<file path="config.mk">
export PLATFORM = sky130hd
export DESIGN_NAME = eet_timer
export DESIGN_NICKNAME = d
export VERILOG_FILES = /design/src/rtl/eet_pkg.sv /design/src/rtl/eet_timer.sv
export VERILOG_INCLUDE_DIRS = /design/src /design/src/rtl
export SDC_FILE = /design/constraint.sdc
export NUM_CORES = 1
export LEC_CHECK = 0
export BUFFER_PORTS_ARGS = -buffer_cell sky130_fd_sc_hd__buf_2
export CORE_MARGIN = 2
export CORE_UTILIZATION = 44
export DETAILED_ROUTE_END_ITERATION = 8
export PLACE_DENSITY = 0.72
export SYNTH_ARGS = -nofsm -noshare
export SYNTH_HDL_FRONTEND = slang
export SYNTH_SLANG_ARGS = --single-unit
</file>
<file path="constraint.sdc">
create_clock -name aclk -period 3.1 [get_ports aclk]
set_input_delay 0.155 -clock aclk [delete_from_list [all_inputs] [get_ports aclk]]
set_output_delay 0.155 -clock aclk [all_outputs]
set_load 0.02 [all_outputs]
</file>
<file path="src/rtl/eet_regs.svh">
// Purpose: register offsets, field positions and constants of the event timer
// Assumes: 32-bit AXI4-Lite data, one aligned word per register
// Notes:   definitions only
`ifndef EET_REGS_SVH
`define EET_REGS_SVH
// ==========================================================================
// Register byte offsets
`define EET_OFS_COUNT   4'h0
`define EET_OFS_CTRL    4'h4
// ==========================================================================
// Control field positions
`define EET_MODE_HI     7
`define EET_MODE_LO     6
`define EET_RUN_BIT     4
`define EET_EDGE_BIT    3
`define EET_PSC_HI      2
`define EET_PSC_LO      0
// ==========================================================================
// Reset values and limits
`define EET_CTRL_RST    8'h00
`define EET_COUNT_RST   8'h00
`define EET_COUNT_FULL  8'hFF
`define EET_PSC_RST     7'h00
// ==========================================================================
// Bus answers
`define EET_RESP_OKAY   2'h0
`define EET_RESP_SLVERR 2'h2
`endif

</file>
<file path="src/rtl/eet_pkg.sv">
// Purpose: types shared by the event timer
// Assumes: nothing
// Notes:   constants live in eet_regs.svh
package eet_pkg;
  // ========================================================================
  // Operating modes
  typedef enum logic [1:0] {
    EET_MODE_IDLE  = 2'h0,
    EET_MODE_EVENT = 2'h1,
    EET_MODE_TIMER = 2'h2,
    EET_MODE_PULSE = 2'h3
  } eet_mode_e;
  // Control register layout
  typedef struct packed {
    eet_mode_e   mode;
    logic        rsv;
    logic        run;
    logic        edge_sel;
    logic [2:0]  psc;
  } eet_ctrl_s;
  // Pulse measurement sequencer
  typedef enum logic [2:0] {
    EET_PW_IDLE = 3'h1,
    EET_PW_ARM  = 3'h2,
    EET_PW_MEAS = 3'h4
  } eet_pw_e;
  // Status seen from outside
  typedef struct packed {
    logic        running;
    logic [7:0]  count;
  } eet_stat_s;
endpackage

</file>
<file path="src/rtl/eet_timer.sv">
// Purpose: 8-bit up-counting timer / event counter / pulse width unit
// Assumes: count pin synchronous to aclk; AXI4-Lite register access
// Notes:   preload register holds no reset value
`timescale 1ns/10ps
`default_nettype none
`include "eet_regs.svh"

// How it works
// - One 8-bit up counter: timer, event counter or pulse width unit.
// - Reading the count register returns the live counter value.
// - Timer and pulse modes count internal clock ticks after the prescaler.
// - Internal tick source fixed by a build parameter, not a register.
// - Control bits 2..0 pick prescale ratio, divide by two to that power.
// - Event mode advances once per qualifying pin edge, edge bit picks it.
// - Prescaler plays no part when the pin clocks the counter.
// - Counting past FF overflows and raises an internal interrupt request.
// - On overflow the counter reloads from preload and keeps counting.
// - Preload has no reset value; unknown until written.
// - Preload write while stopped is copied into the counter at once.
// - Preload write while running waits for the next overflow.
// - Control bits 7..6 pick the operating mode.
// - Control bit 4 runs the counter; clearing it stops counting.
// - In event and pulse modes, control bit 3 picks the active edge.
// - Event mode: edge bit zero counts rising, one counts falling.
// - Pulse mode waits for active edge, counts, then clears run itself.
// - Mode value 11 selects pulse width measurement.
module eet_timer #(
  parameter bit USE_TICK_IN = 1'b0  // 0: every aclk, 1: int_tick input
) (
  // Clock and reset
  input  wire logic               aclk,
  input  wire logic               aresetn,
  // Write address channel
  input  wire logic [3:0]         s_axi_awaddr,
  input  wire logic               s_axi_awvalid,
  output logic                    s_axi_awready,
  // Write data channel
  input  wire logic [31:0]        s_axi_wdata,
  input  wire logic [3:0]         s_axi_wstrb,
  input  wire logic               s_axi_wvalid,
  output logic                    s_axi_wready,
  // Write response channel
  output logic [1:0]              s_axi_bresp,
  output logic                    s_axi_bvalid,
  input  wire logic               s_axi_bready,
  // Read address channel
  input  wire logic [3:0]         s_axi_araddr,
  input  wire logic               s_axi_arvalid,
  output logic                    s_axi_arready,
  // Read data channel
  output logic [31:0]             s_axi_rdata,
  output logic [1:0]              s_axi_rresp,
  output logic                    s_axi_rvalid,
  input  wire logic               s_axi_rready,
  // Timer pins
  input  wire logic               int_tick,
  input  wire logic               count_pin,
  output logic                    ovf_irq,
  output eet_pkg::eet_stat_s      status
);
  import eet_pkg::*;

  // ========================================================================
  // Helpers
  function automatic logic [6:0] psc_mask(input logic [2:0] sel);
    psc_mask = 7'((8'h01 << sel) - 8'h01);
  endfunction
  function automatic logic addr_ok(input logic [3:0] a);
    addr_ok = (a == `EET_OFS_COUNT) || (a == `EET_OFS_CTRL);
  endfunction

  // ========================================================================
  // State
  eet_ctrl_s    ctrl_q;
  eet_pw_e      pw_q;
  logic [7:0]   cnt_q, preload_q;
  logic [6:0]   psc_q;
  logic [3:0]   awaddr_q, wstrb_q;
  logic [31:0]  wdata_q, rdata_q;
  logic [1:0]   bresp_q, rresp_q;
  logic         pin_q, irq_q, aw_full_q, w_full_q, bvalid_q, rvalid_q;
  logic         wr_go, wr_cnt, wr_ctrl, src_tick, psc_tick, inc, ovf, pw_done;
  logic         pin_rise, pin_fall, act_edge, ret_edge;

  // ========================================================================
  // AXI4-Lite write path: address and data taken in either order
  assign s_axi_awready = !aw_full_q && !bvalid_q;
  assign s_axi_wready  = !w_full_q && !bvalid_q;
  assign wr_go         = aw_full_q && w_full_q && !bvalid_q;
  assign wr_cnt  = wr_go && wstrb_q[0] && (awaddr_q == `EET_OFS_COUNT);
  assign wr_ctrl = wr_go && wstrb_q[0] && (awaddr_q == `EET_OFS_CTRL);

  // Hold address until the write completes
  always_ff @(posedge aclk) begin
    if (!aresetn) begin
      aw_full_q <= 1'b0;
      awaddr_q  <= 4'h0;
    end else if (s_axi_awvalid && s_axi_awready) begin
      aw_full_q <= 1'b1;
      awaddr_q  <= s_axi_awaddr;
    end else if (wr_go) begin
      aw_full_q <= 1'b0;
    end
  end

  // Hold data until the write completes
  always_ff @(posedge aclk) begin
    if (!aresetn) begin
      w_full_q <= 1'b0;
      wdata_q  <= 32'h0000_0000;
      wstrb_q  <= 4'h0;
    end else if (s_axi_wvalid && s_axi_wready) begin
      w_full_q <= 1'b1;
      wdata_q  <= s_axi_wdata;
      wstrb_q  <= s_axi_wstrb;
    end else if (wr_go) begin
      w_full_q <= 1'b0;
    end
  end

  // Write response; unmapped offsets answer SLVERR
  always_ff @(posedge aclk) begin
    if (!aresetn) begin
      bvalid_q <= 1'b0;
      bresp_q  <= `EET_RESP_OKAY;
    end else if (wr_go) begin
      bvalid_q <= 1'b1;
      bresp_q  <= addr_ok(awaddr_q) ? `EET_RESP_OKAY : `EET_RESP_SLVERR;
    end else if (s_axi_bready) begin
      bvalid_q <= 1'b0;
    end
  end

  assign s_axi_bvalid = bvalid_q;
  assign s_axi_bresp  = bresp_q;
  // ========================================================================
  // AXI4-Lite read path, one cycle after the address is taken
  assign s_axi_arready = !rvalid_q;
  always_ff @(posedge aclk) begin
    if (!aresetn) begin
      rvalid_q <= 1'b0;
      rdata_q  <= 32'h0000_0000;
      rresp_q  <= `EET_RESP_OKAY;
    end else if (s_axi_arvalid && s_axi_arready) begin
      rvalid_q <= 1'b1;
      rresp_q  <= addr_ok(s_axi_araddr) ? `EET_RESP_OKAY : `EET_RESP_SLVERR;
      case (s_axi_araddr)
        `EET_OFS_COUNT: rdata_q <= {24'h00_0000, cnt_q};
        `EET_OFS_CTRL:  rdata_q <= {24'h00_0000, ctrl_q};
        default:        rdata_q <= 32'h0000_0000;
      endcase
    end else if (s_axi_rready) begin
      rvalid_q <= 1'b0;
    end
  end

  assign s_axi_rvalid = rvalid_q;
  assign s_axi_rdata  = rdata_q;
  assign s_axi_rresp  = rresp_q;
  // ========================================================================
  // Control register; software write wins over the pulse-mode auto stop
  always_ff @(posedge aclk) begin
    if (!aresetn) begin
      ctrl_q <= eet_ctrl_s'(`EET_CTRL_RST);
    end else if (wr_ctrl) begin
      ctrl_q     <= eet_ctrl_s'(wdata_q[7:0]);
      ctrl_q.rsv <= 1'b0;
    end else if (pw_done) begin
      ctrl_q.run <= 1'b0;
    end
  end

  // Preload: no reset, so it stays unknown until written
  always_ff @(posedge aclk) begin
    if (wr_cnt) begin
      preload_q <= wdata_q[7:0];
    end
  end

  // ========================================================================
  // Clock sources and prescaler
  assign src_tick = USE_TICK_IN ? int_tick : 1'b1;
  // Prescaler cleared while stopped so each run starts on a full period
  always_ff @(posedge aclk) begin
    if (!aresetn || !ctrl_q.run) begin
      psc_q <= `EET_PSC_RST;
    end else if (src_tick) begin
      psc_q <= psc_q + 7'h01;
    end
  end

  assign psc_tick = src_tick && ((psc_q & psc_mask(ctrl_q.psc)) == psc_mask(ctrl_q.psc));
  // Pin history for edge detection
  always_ff @(posedge aclk) begin
    if (!aresetn) begin
      pin_q <= 1'b0;
    end else begin
      pin_q <= count_pin;
    end
  end

  assign pin_rise = count_pin && !pin_q;
  assign pin_fall = !count_pin && pin_q;
  // Event mode: 0 rising, 1 falling; pulse mode starts on the opposite sense
  assign act_edge = (ctrl_q.mode == EET_MODE_PULSE) ?
                    (ctrl_q.edge_sel ? pin_rise : pin_fall) :
                    (ctrl_q.edge_sel ? pin_fall : pin_rise);
  assign ret_edge = ctrl_q.edge_sel ? pin_fall : pin_rise;

  // ========================================================================
  // Pulse width sequencer
  always_ff @(posedge aclk) begin
    if (!aresetn) begin
      pw_q <= EET_PW_IDLE;
    end else if (!ctrl_q.run || ctrl_q.mode != EET_MODE_PULSE) begin
      pw_q <= EET_PW_IDLE;
    end else begin
      case (pw_q)
        EET_PW_IDLE: pw_q <= EET_PW_ARM;
        EET_PW_ARM:  if (act_edge) begin
          pw_q <= EET_PW_MEAS;
        end
        EET_PW_MEAS: if (ret_edge) begin
          pw_q <= EET_PW_IDLE;
        end
        default:     pw_q <= EET_PW_IDLE;
      endcase
    end
  end

  assign pw_done = (pw_q == EET_PW_MEAS) && ret_edge && ctrl_q.run &&
                   (ctrl_q.mode == EET_MODE_PULSE);
  // ========================================================================
  // Increment selection per mode
  always_comb begin
    inc = 1'b0;
    if (ctrl_q.run) begin
      case (ctrl_q.mode)
        EET_MODE_TIMER: inc = psc_tick;
        EET_MODE_EVENT: inc = act_edge;
        EET_MODE_PULSE: inc = (pw_q == EET_PW_MEAS) && !ret_edge && psc_tick;
        default:        inc = 1'b0;
      endcase
    end
  end

  assign ovf = inc && (cnt_q == `EET_COUNT_FULL);
  // Counter: stopped preload writes land at once, overflow reloads
  always_ff @(posedge aclk) begin
    if (!aresetn) begin
      cnt_q <= `EET_COUNT_RST;
    end else if (wr_cnt && !ctrl_q.run) begin
      cnt_q <= wdata_q[7:0];
    end else if (ovf) begin
      cnt_q <= preload_q;
    end else if (inc) begin
      cnt_q <= cnt_q + 8'h01;
    end
  end
  // One-cycle overflow request
  always_ff @(posedge aclk) begin
    if (!aresetn) begin
      irq_q <= 1'b0;
    end else begin
      irq_q <= ovf;
    end
  end
  assign ovf_irq        = irq_q;
  assign status.running = ctrl_q.run;
  assign status.count   = cnt_q;
endmodule
`default_nettype wire

</file>
-- After elaboration in Yosys (flattened, before gate mapping)
Index checks and enable logic that the tools add are counted.
- output and inout port bits: 51
- register bits: 88
- shift operators: 1
- reductions and logical operators: 42
- add/subtract/negate cells: 3
- muxes and demuxes: 23
- bitwise logic cells: 2
- equality and inequality tests: 13
- operators by type and width (cell ; count):
    $mux W8 ; 3
    $logic_and A1 B1 Y1 ; 19
    $pmux W8 S2 ; 1
    $mux W1 ; 13
    $reduce_bool A2 Y1 ; 5
    $logic_not A1 Y1 ; 9
    $pmux W3 S3 ; 1
    $add A8 B1 Y8 const B ; 1
    $eq A4 B3 Y1 const B ; 2
    $eq A8 B8 Y1 const B ; 1
    $logic_not A4 Y1 ; 2
    $add A7 B1 Y7 const B ; 1
    $and A7 B7 Y7 ; 1
    $eq A7 B7 Y1 ; 1
    $shl A1 B3 Y7 const A ; 1
    $sub A7 B1 Y7 const B ; 1
    $mux W3 ; 2
    $ne A2 B2 Y1 const B ; 3
    $eq A2 B2 Y1 const B ; 2
    $logic_or A1 B1 Y1 ; 4
    $mux W2 ; 2
    $eq A3 B1 Y1 const B ; 1
    $eq A3 B2 Y1 const B ; 1
    $eq A3 B3 Y1 const B ; 1
    6 further kinds ; 6

-- Depth between registers and ports, before layout
Gate-level depths: netlist of run 1.
- depth after elaboration: 11
- mapped depth: 11

-- Least setup slack after synthesis of run 1
Ideal clock, no wire load.
- path type: reg2reg
- start point: register ctrl_q[1] (netlist bit)
- end point: register cnt_q[2]
- cell stages (with the launch flop): 10
- arrival: 2.353 ns
- required time: 3.026 ns
- slack: 0.673 ns
- setup time: 0.074 ns
- path through: dfxtp_1 > buf_2 > or3_1 > ha_1 > o211ai_1 > a311o_1 > a221oi_1 > a31oi_2 > or3_1 > a31oi_1
- word-level cells in the longest chain between the ends: 10
- RTL lines (element ; line ; text):
    from (decl) ; eet_timer.sv:74 ; eet_ctrl_s ctrl_q;
    from (signal assigned) ; eet_timer.sv:164 ; ctrl_q <= eet_ctrl_s'(`EET_CTRL_RST);
    from (signal assigned) ; eet_timer.sv:166 ; ctrl_q <= eet_ctrl_s'(wdata_q[7:0]);
    $shl A1 B3 Y7 (*) ; eet_timer.sv:66 ; psc_mask = 7'((8'h01 << sel) - 8'h01);
    $sub A7 B1 Y7 (*) ; eet_timer.sv:66 ;
    $and A7 B7 Y7 ; eet_timer.sv:192 ; assign psc_tick = src_tick && ((psc_q & psc_mask(ctrl_q.psc)) == psc_mask(ctrl_q.psc));
    $eq A7 B7 Y1 (*) ; eet_timer.sv:192 ;
    $logic_and A1 B1 Y1 ; eet_timer.sv:241 ; EET_MODE_PULSE: inc = (pw_q == EET_PW_MEAS) && !ret_edge && psc_tick;
    $pmux W1 S3 (*) ; eet_timer.sv:238 ; case (ctrl_q.mode)
    $mux W1 (*) ; eet_timer.sv:237 ; if (ctrl_q.run) begin
    $logic_and A1 B1 Y1 ; eet_timer.sv:247 ; assign ovf = inc && (cnt_q == `EET_COUNT_FULL);
    $mux W8 ; eet_timer.sv:254 ; end else if (ovf) begin
    $mux W8 ; eet_timer.sv:252 ; end else if (wr_cnt && !ctrl_q.run) begin
    to (signal assigned) ; eet_timer.sv:251 ; cnt_q <= `EET_COUNT_RST;
    to (signal assigned) ; eet_timer.sv:253 ; cnt_q <= wdata_q[7:0];
    to (signal assigned) ; eet_timer.sv:255 ; cnt_q <= preload_q;
    to (decl) ; eet_timer.sv:76 ; logic [7:0] cnt_q, preload_q;
Mark *: on every way between the ends. The rest lies on a longest branch, timed or not.
A chain may end at the register's enable or synchronous reset.

-- Worst setup path after layout of run 1
Same ends and word-level chain as after synthesis.

==> results of run 1 <==
[worst max-delay path: cells and delay by family (launching register included)]
kind | cells | cell delay, ps
AOI/OAI and AO/OA | 5 | 1210
and+or+nand+nor | 2 | 860
DFF | 1 | 400
adders and majority gates | 1 | 280
[registers in the layout, indices dropped and copies added, names as in the netlist, 3 cells and up]
name / cells
pw_q: 3
s_axi_rdata: 8
awaddr_q: 4
psc_q: 7
cnt_q: 8
wdata_q: 8
ctrl_q: 6
preload_q: 8
[cell type report]
type                       count  share of cell area [%]
clock buffer                  12                    4.65
clock inverter                 4                   0.595
inverter                       7                   0.781
multi-input combinational    255                    43.9
sequential                    62                    39.3
tap                           80                    2.98
timing repair buffer          51                    7.81
[path summary, 6_finish.rpt]
kind / startpoint / endpoint / slack (ps) / cells past startpoint
setup / recovery: ctrl_q[1] / cnt_q[2] / 260 / 8
setup reg to reg: ctrl_q[1] / cnt_q[2] / 260 / 8
hold reg to reg: s_axi_bresp[1] / s_axi_bresp[1] / 460 / 2
hold / removal: s_axi_awaddr[0] / awaddr_q[0] / 50 / 3
[through the flow]
stage,utilization [%],hold slack (ps)
6_report,50.3,51.5
3_3_place_gp,47.5,344
4_1_cts,50.3,36.2
2_1_floorplan,-,255
5_1_grt,50.3,38.7
3_5_place_dp,47.5,345
[cells in the final DEF (no fill, tap or decap), types with 4 or more instances in the layout]
cell | netlist | layout
edfxtp_1 | 8 | 8
inv_1 | 6 | 6
clkinv_2 | 0 | 4
buf_2 | 2 | 49
conb_1 | 1 | 26
clkbuf_8 | 0 | 9
o21ai_0 | 5 | 5
mux2i_1 | 22 | 22
dfxtp_1 | 54 | 54
nor3_1 | 10 | 10
a31oi_1 | 8 | 8
nor2_1 | 41 | 41
a211o_1 | 4 | 4
nand2_1 | 36 | 36
nand3_1 | 15 | 15
xnor2_1 | 5 | 5
or3_1 | 6 | 6
nand4_1 | 4 | 4
a21oi_1 | 23 | 23
[metal layers]
metal / wire length [µm] / track usage (%)
met1: 2990 / 22.4
met2: 2850 / 27.1
met3: 457 / 6.57
met4: 79 / 6.39
met5: 0 / 0
[power by group]
group          internal, mW  leakage, nW  switching, mW
clock                 0.333       0.0950          0.300
sequential            0.832        0.516         0.0180
combinational        0.0397        0.829         0.0881
total                  1.21         1.44          0.406
[cell families after synthesis]
group	Yosys count	synth area share, %
other	1	0.125
AO/OA/AOI/OAI	62	13.8
multiplexers	22	7.35
buffers and inverters	50	9.73
adder cells (fa/ha/maj)	3	1.25
flip-flops	62	44.1
XOR/XNOR	8	2.34
AND/OR/NAND/NOR	134	21.3
[timing repair]
action | in CTS | in global routing
hold buffers | 1 | 0
endpoints found under the hold margin | 1 | 0
setup buffers | 0 | 0
==> impl_metrics.json, run 1 <==
{
  "fin_tns_setup_ps": 0,
  "timing.fmax_ghz": 0.353,
  "grt_max_degree": 23,
  "status": "finished, final reports clean",
  "ys_types": 50,
  "tritoncts": "built",
  "cp.arrival_ps": 3080,
  "overflow": 0,
  "via_per_inst": 5.24,
  "synth_flop_cell": "dfxtp_1",
  "postRouteAntennaNets": 0,
  "finalSetupViolCount": 0,
  "stdcell_area_um2": 3360,
  "drtIter0Drc": 126,
  "final.period_utilization_pct": 91.5,
  "portBuffers": 49,
  "yosys.area.top_type": "dfxtp_1",
  "slew_violations": 0,
  "grtUsageTotal_pct": 17.5,
  "rsz0062_at_grt": "no",
  "cp_cell_sequence": "or3_1 > ha_1 > o211ai_1 > a311o_1 > a221oi_1 > a31oi_2 > or3_1 > a31oi_1",
  "multiInputGateArea_um2": 1480,
  "drc": 0,
  "dieArea_um2": 7480,
  "worst_path_most_repeated_cell": "or3_1",
  "cts-buffers-inserted": 9,
  "ir_drop_v": 0.000273,
  "clock_sinks": 62,
  "synth.area.top_cells": "dfxtp_1 36%, edfxtp_1 8.0%, mux2i_1 7.4%, buf_4 6.8%, nor2_1 5.1%",
  "num_rows": 30,
  "slew_headroom_pct": 44.8,
  "hold_viol_final": 0,
  "dp_hpwl_mm": 4.48,
  "drive_gt1_share_pct": 17.1,
  "die_y_um": 86.5,
  "cpPeakStageDelay_ps": 480,
  "design.core.area_um2": 6680,
  "crit_path_end_kind": "flop",
  "async_reset_ff_share_pct": 0,
  "yosysTopAreaCellShare_pct": 36.1,
  "cts_root_buffer": "clkbuf_8",
  "clock_latency_ps": 340,
  "grt_pass1_vias": 2250,
  "critPathLaunchType": "flop",
  "placed_area_um2": 3180,
  "pin_count": 104,
  "dp_slack_ps": 315,
  "ys_warn_count": 0,
  "routed-via-count": 2468,
  "area_growth_pct": 12.3,
  "dp.cells": 454,
  "syn_area_per_cell_um2": 8.76,
  "grt_first_pass_wirelength_mm": 10.3,
  "cpMaxStageDelayCell": "or3_1",
  "ys_seq_elements": 62,
  "htree_levels": 3,
  "cts.path.max_buffers": 2,
  "post-route-min-period_ps": 2840,
  "firstDrtPassIters": 4,
  "finClkSkew_ps": 5.12,
  "num_antenna_cells": 0,
  "initial_core_util_pct": 44.8,
  "synth_common_cells": "54 x dfxtp_1, 41 x nor2_1, 36 x nand2_1",
  "critical_path.max_fanout": 16,
  "drv_cap": 0,
  "clkSlewWorstSetupHoldPaths_ps": 70,
  "cp.required_ps": 3350,
  "dieWidth_um": 86.5,
  "post_cts_resized": 0,
  "yosysMostFrequentCell": "dfxtp_1",
  "syn_inst": 342,
  "place.gp.congestion": 0.812,
  "wl_per_cell_um": 13.5,
  "finalWorstSetupSlack_ps": 265,
  "synth-seq-area-share_pct": 44.1,
  "synth-edff-count": 8,
  "p_leak_nw": 1.44,
  "fin_cells": 471,
  "synthesis.area_um2": 3000,
  "regArea_um2": 1320,
  "num-fill-cells": 662,
  "p_per_area_nw_per_um2": 479,
  "worstMarginPinSlew_ps": 821,
  "antenna_found_initial": 0,
  "wl_mm": 6.38,
  "power.total_mw": 1.61,
  "setup.worst_path.class": "flop to flop",
  "nets": 442,
  "hold_class": "input port to flop"
}
(Power assumes the default switching activity.)
==> inputs of run 2 (changes only) <==
- CORE_ASPECT_RATIO: unset -> 1.1
- MAX_ROUTING_LAYER: unset -> met4
==> run 2 against run 1 <==
Clock power grew 18%. Design area grew 1.1%. Sequential share of layout area shrank 0.43 points. Utilization grew 1.2 points. Cell count grew 0.64%. Sequential power is essentially flat. Combinational power is essentially flat. Maximum frequency grew 2.4%. Worst hold slack lost 2.7 ps. Critical endpoint unchanged.
==> impl_metrics.json, run 2 (synthesis results as in run 1) <==
{
  "crit_cells": 8,
  "timing.fmax_ghz": 0.361,
  "dieWidth_um": 82.7,
  "post_cts_buffers": 0,
  "tritoncts": "built",
  "cp.arrival_ps": 3030,
  "pin_count": 104,
  "nets": 443,
  "die_y_um": 90.5,
  "wl_mm": 6.04,
  "worstMarginPinSlew_ps": 808,
  "place.gp.congestion": 0.790,
  "wl_per_cell_um": 12.7,
  "setup.worst_path.class": "flop to flop",
  "initial_core_util_pct": 45.4,
  "ir_drop_v": 0.000299,
  "grt_pass1_vias": 2107,
  "dp_hpwl_mm": 4.29,
  "clock_sinks": 62,
  "area_growth_pct": 13.5,
  "antenna_found_initial": 0,
  "slew_headroom_pct": 45.9,
  "routed-via-count": 2433,
  "overflow": 0,
  "drive_gt1_share_pct": 16.8,
  "num_antenna_cells": 0,
  "final_common_cell": "dfxtp_1",
  "final.period_utilization_pct": 89.3,
  "p_leak_nw": 1.45,
  "hold_class": "input port to flop",
  "htree_levels": 3,
  "design.core.area_um2": 6590,
  "drtIter0Drc": 161,
  "worst-path-buf-inv": 0,
  "clock_latency_ps": 350,
  "critPathLaunchType": "flop",
  "postRouteAntennaNets": 0,
  "fin_tns_setup_ps": 0,
  "hold_depth": 3,
  "num_rows": 31,
  "rr_worst_depth": 8,
  "grtUsageTotal_pct": 17.3,
  "clkSlewWorstSetupHoldPaths_ps": 70,
  "cts-buffers-inserted": 9,
  "critical_path.max_fanout": 16,
  "crit_path_end_kind": "flop",
  "portBuffers": 49,
  "drc": 0,
  "post-route-min-period_ps": 2770,
  "dieArea_um2": 7480,
  "cpPeakStageDelay_ps": 460,
  "grt_first_pass_wirelength_mm": 9.72,
  "grt_max_degree": 25,
  "cts.path.max_buffers": 2,
  "finClkSkew_ps": 9.85,
  "cp_cell_sequence": "or3_1 > ha_1 > o211ai_1 > a311o_1 > a221oi_1 > a31oi_2 > or3_1 > a31oi_1",
  "hold_viol_final": 0,
  "worst_path_most_repeated_cell": "or3_1",
  "finalSetupViolCount": 0,
  "status": "finished, final reports clean",
  "slew_violations": 0,
  "cpMaxStageDelayCell": "or3_1",
  "firstDrtPassIters": 4,
  "rsz0062_at_grt": "no",
  "final_cell_mix": "54 x dfxtp_1, 49 x buf_2, 41 x nor2_1",
  "p_per_area_nw_per_um2": 507,
  "cts_root_buffer": "clkbuf_8",
  "drv_cap": 0,
  "critical_path.top_delay_family": "compound AO/OA/AOI/OAI gates",
  "via_per_inst": 5.13,
  "fin_hold_ws_ps": 48.8,
  "cp.required_ps": 3360
}
==> run 2: cell types whose count changed in the layout (fill, tap and decap cells not counted), sizes merged <==
cell,delta
clkbuf,-2
bufinv,+2
buf,+1
==> run 2: metrics by stage <==
step	cells	util, %	setup WS (ps)	area (µm²)	power (mW)
6_report	474	51.6	333	3400	1.72
5_1_grt	474	51.6	116	3400	1.78
4_1_cts	474	51.6	340	3400	1.74
3_5_place_dp	457	48.3	368	3190	0.994
3_3_place_gp	457	48.3	383	3190	0.992
2_1_floorplan	367	-	673	3090	0.982
==> run 2: layout make-up <==
| type | instances | area (µm²) |
|---|---|---|
| Clock inverter | 6 | 76.3 |
| Fill cell | 630 | 3190 |
| Sequential cell | 62 | 1320 |
| Clock buffer | 10 | 128 |
| Inverter | 7 | 26.3 |
| Multi-Input combinational cell | 255 | 1480 |
| Timing Repair Buffer | 52 | 270 |
| Tap cell | 82 | 103 |
==> run 2: power breakdown <==
part           total (mW)  switching, mW  internal, mW
clock               0.747          0.304         0.443
combinational       0.128         0.0874        0.0402
sequential          0.850         0.0173         0.832
==> run 2: repair_timing <==
action                                  CTS  global route
hold buffers                              1             0
hold endpoints to repair                  1             0
endpoints found under the setup margin    0             0
gates resized for setup                   0             0
==> run 2: path summary, 6_finish.rpt <==
kind	start	to	slack [ps]
setup reg to reg	ctrl_q[1]	cnt_q[2]	330
setup / recovery	ctrl_q[1]	cnt_q[2]	330
hold reg to reg	wdata_q[5]	preload_q[5]	460
hold / removal	s_axi_wdata[3]	wdata_q[3]	50
==> run 2: metal layers <==
layer  part of all wire [%]  vias to the layer above  wire [µm]  GRT usage (%)
met5                      0                        -          0              -
met4                    1.8                        0        110           7.79
met3                    7.5                       10        450           4.60
met2                     45                       89       2730           25.1
met1                     45                     1095       2750           22.5
li1                       -                     1239          -              -
==> run 2: worst reg2reg max path: cells and delay by family (launching register included) <==
family	cells	cell delay, ps
DFF	1	400
and+or+nand+nor	2	850
adders and majority gates	1	280
AOI/OAI and AO/OA	5	1160
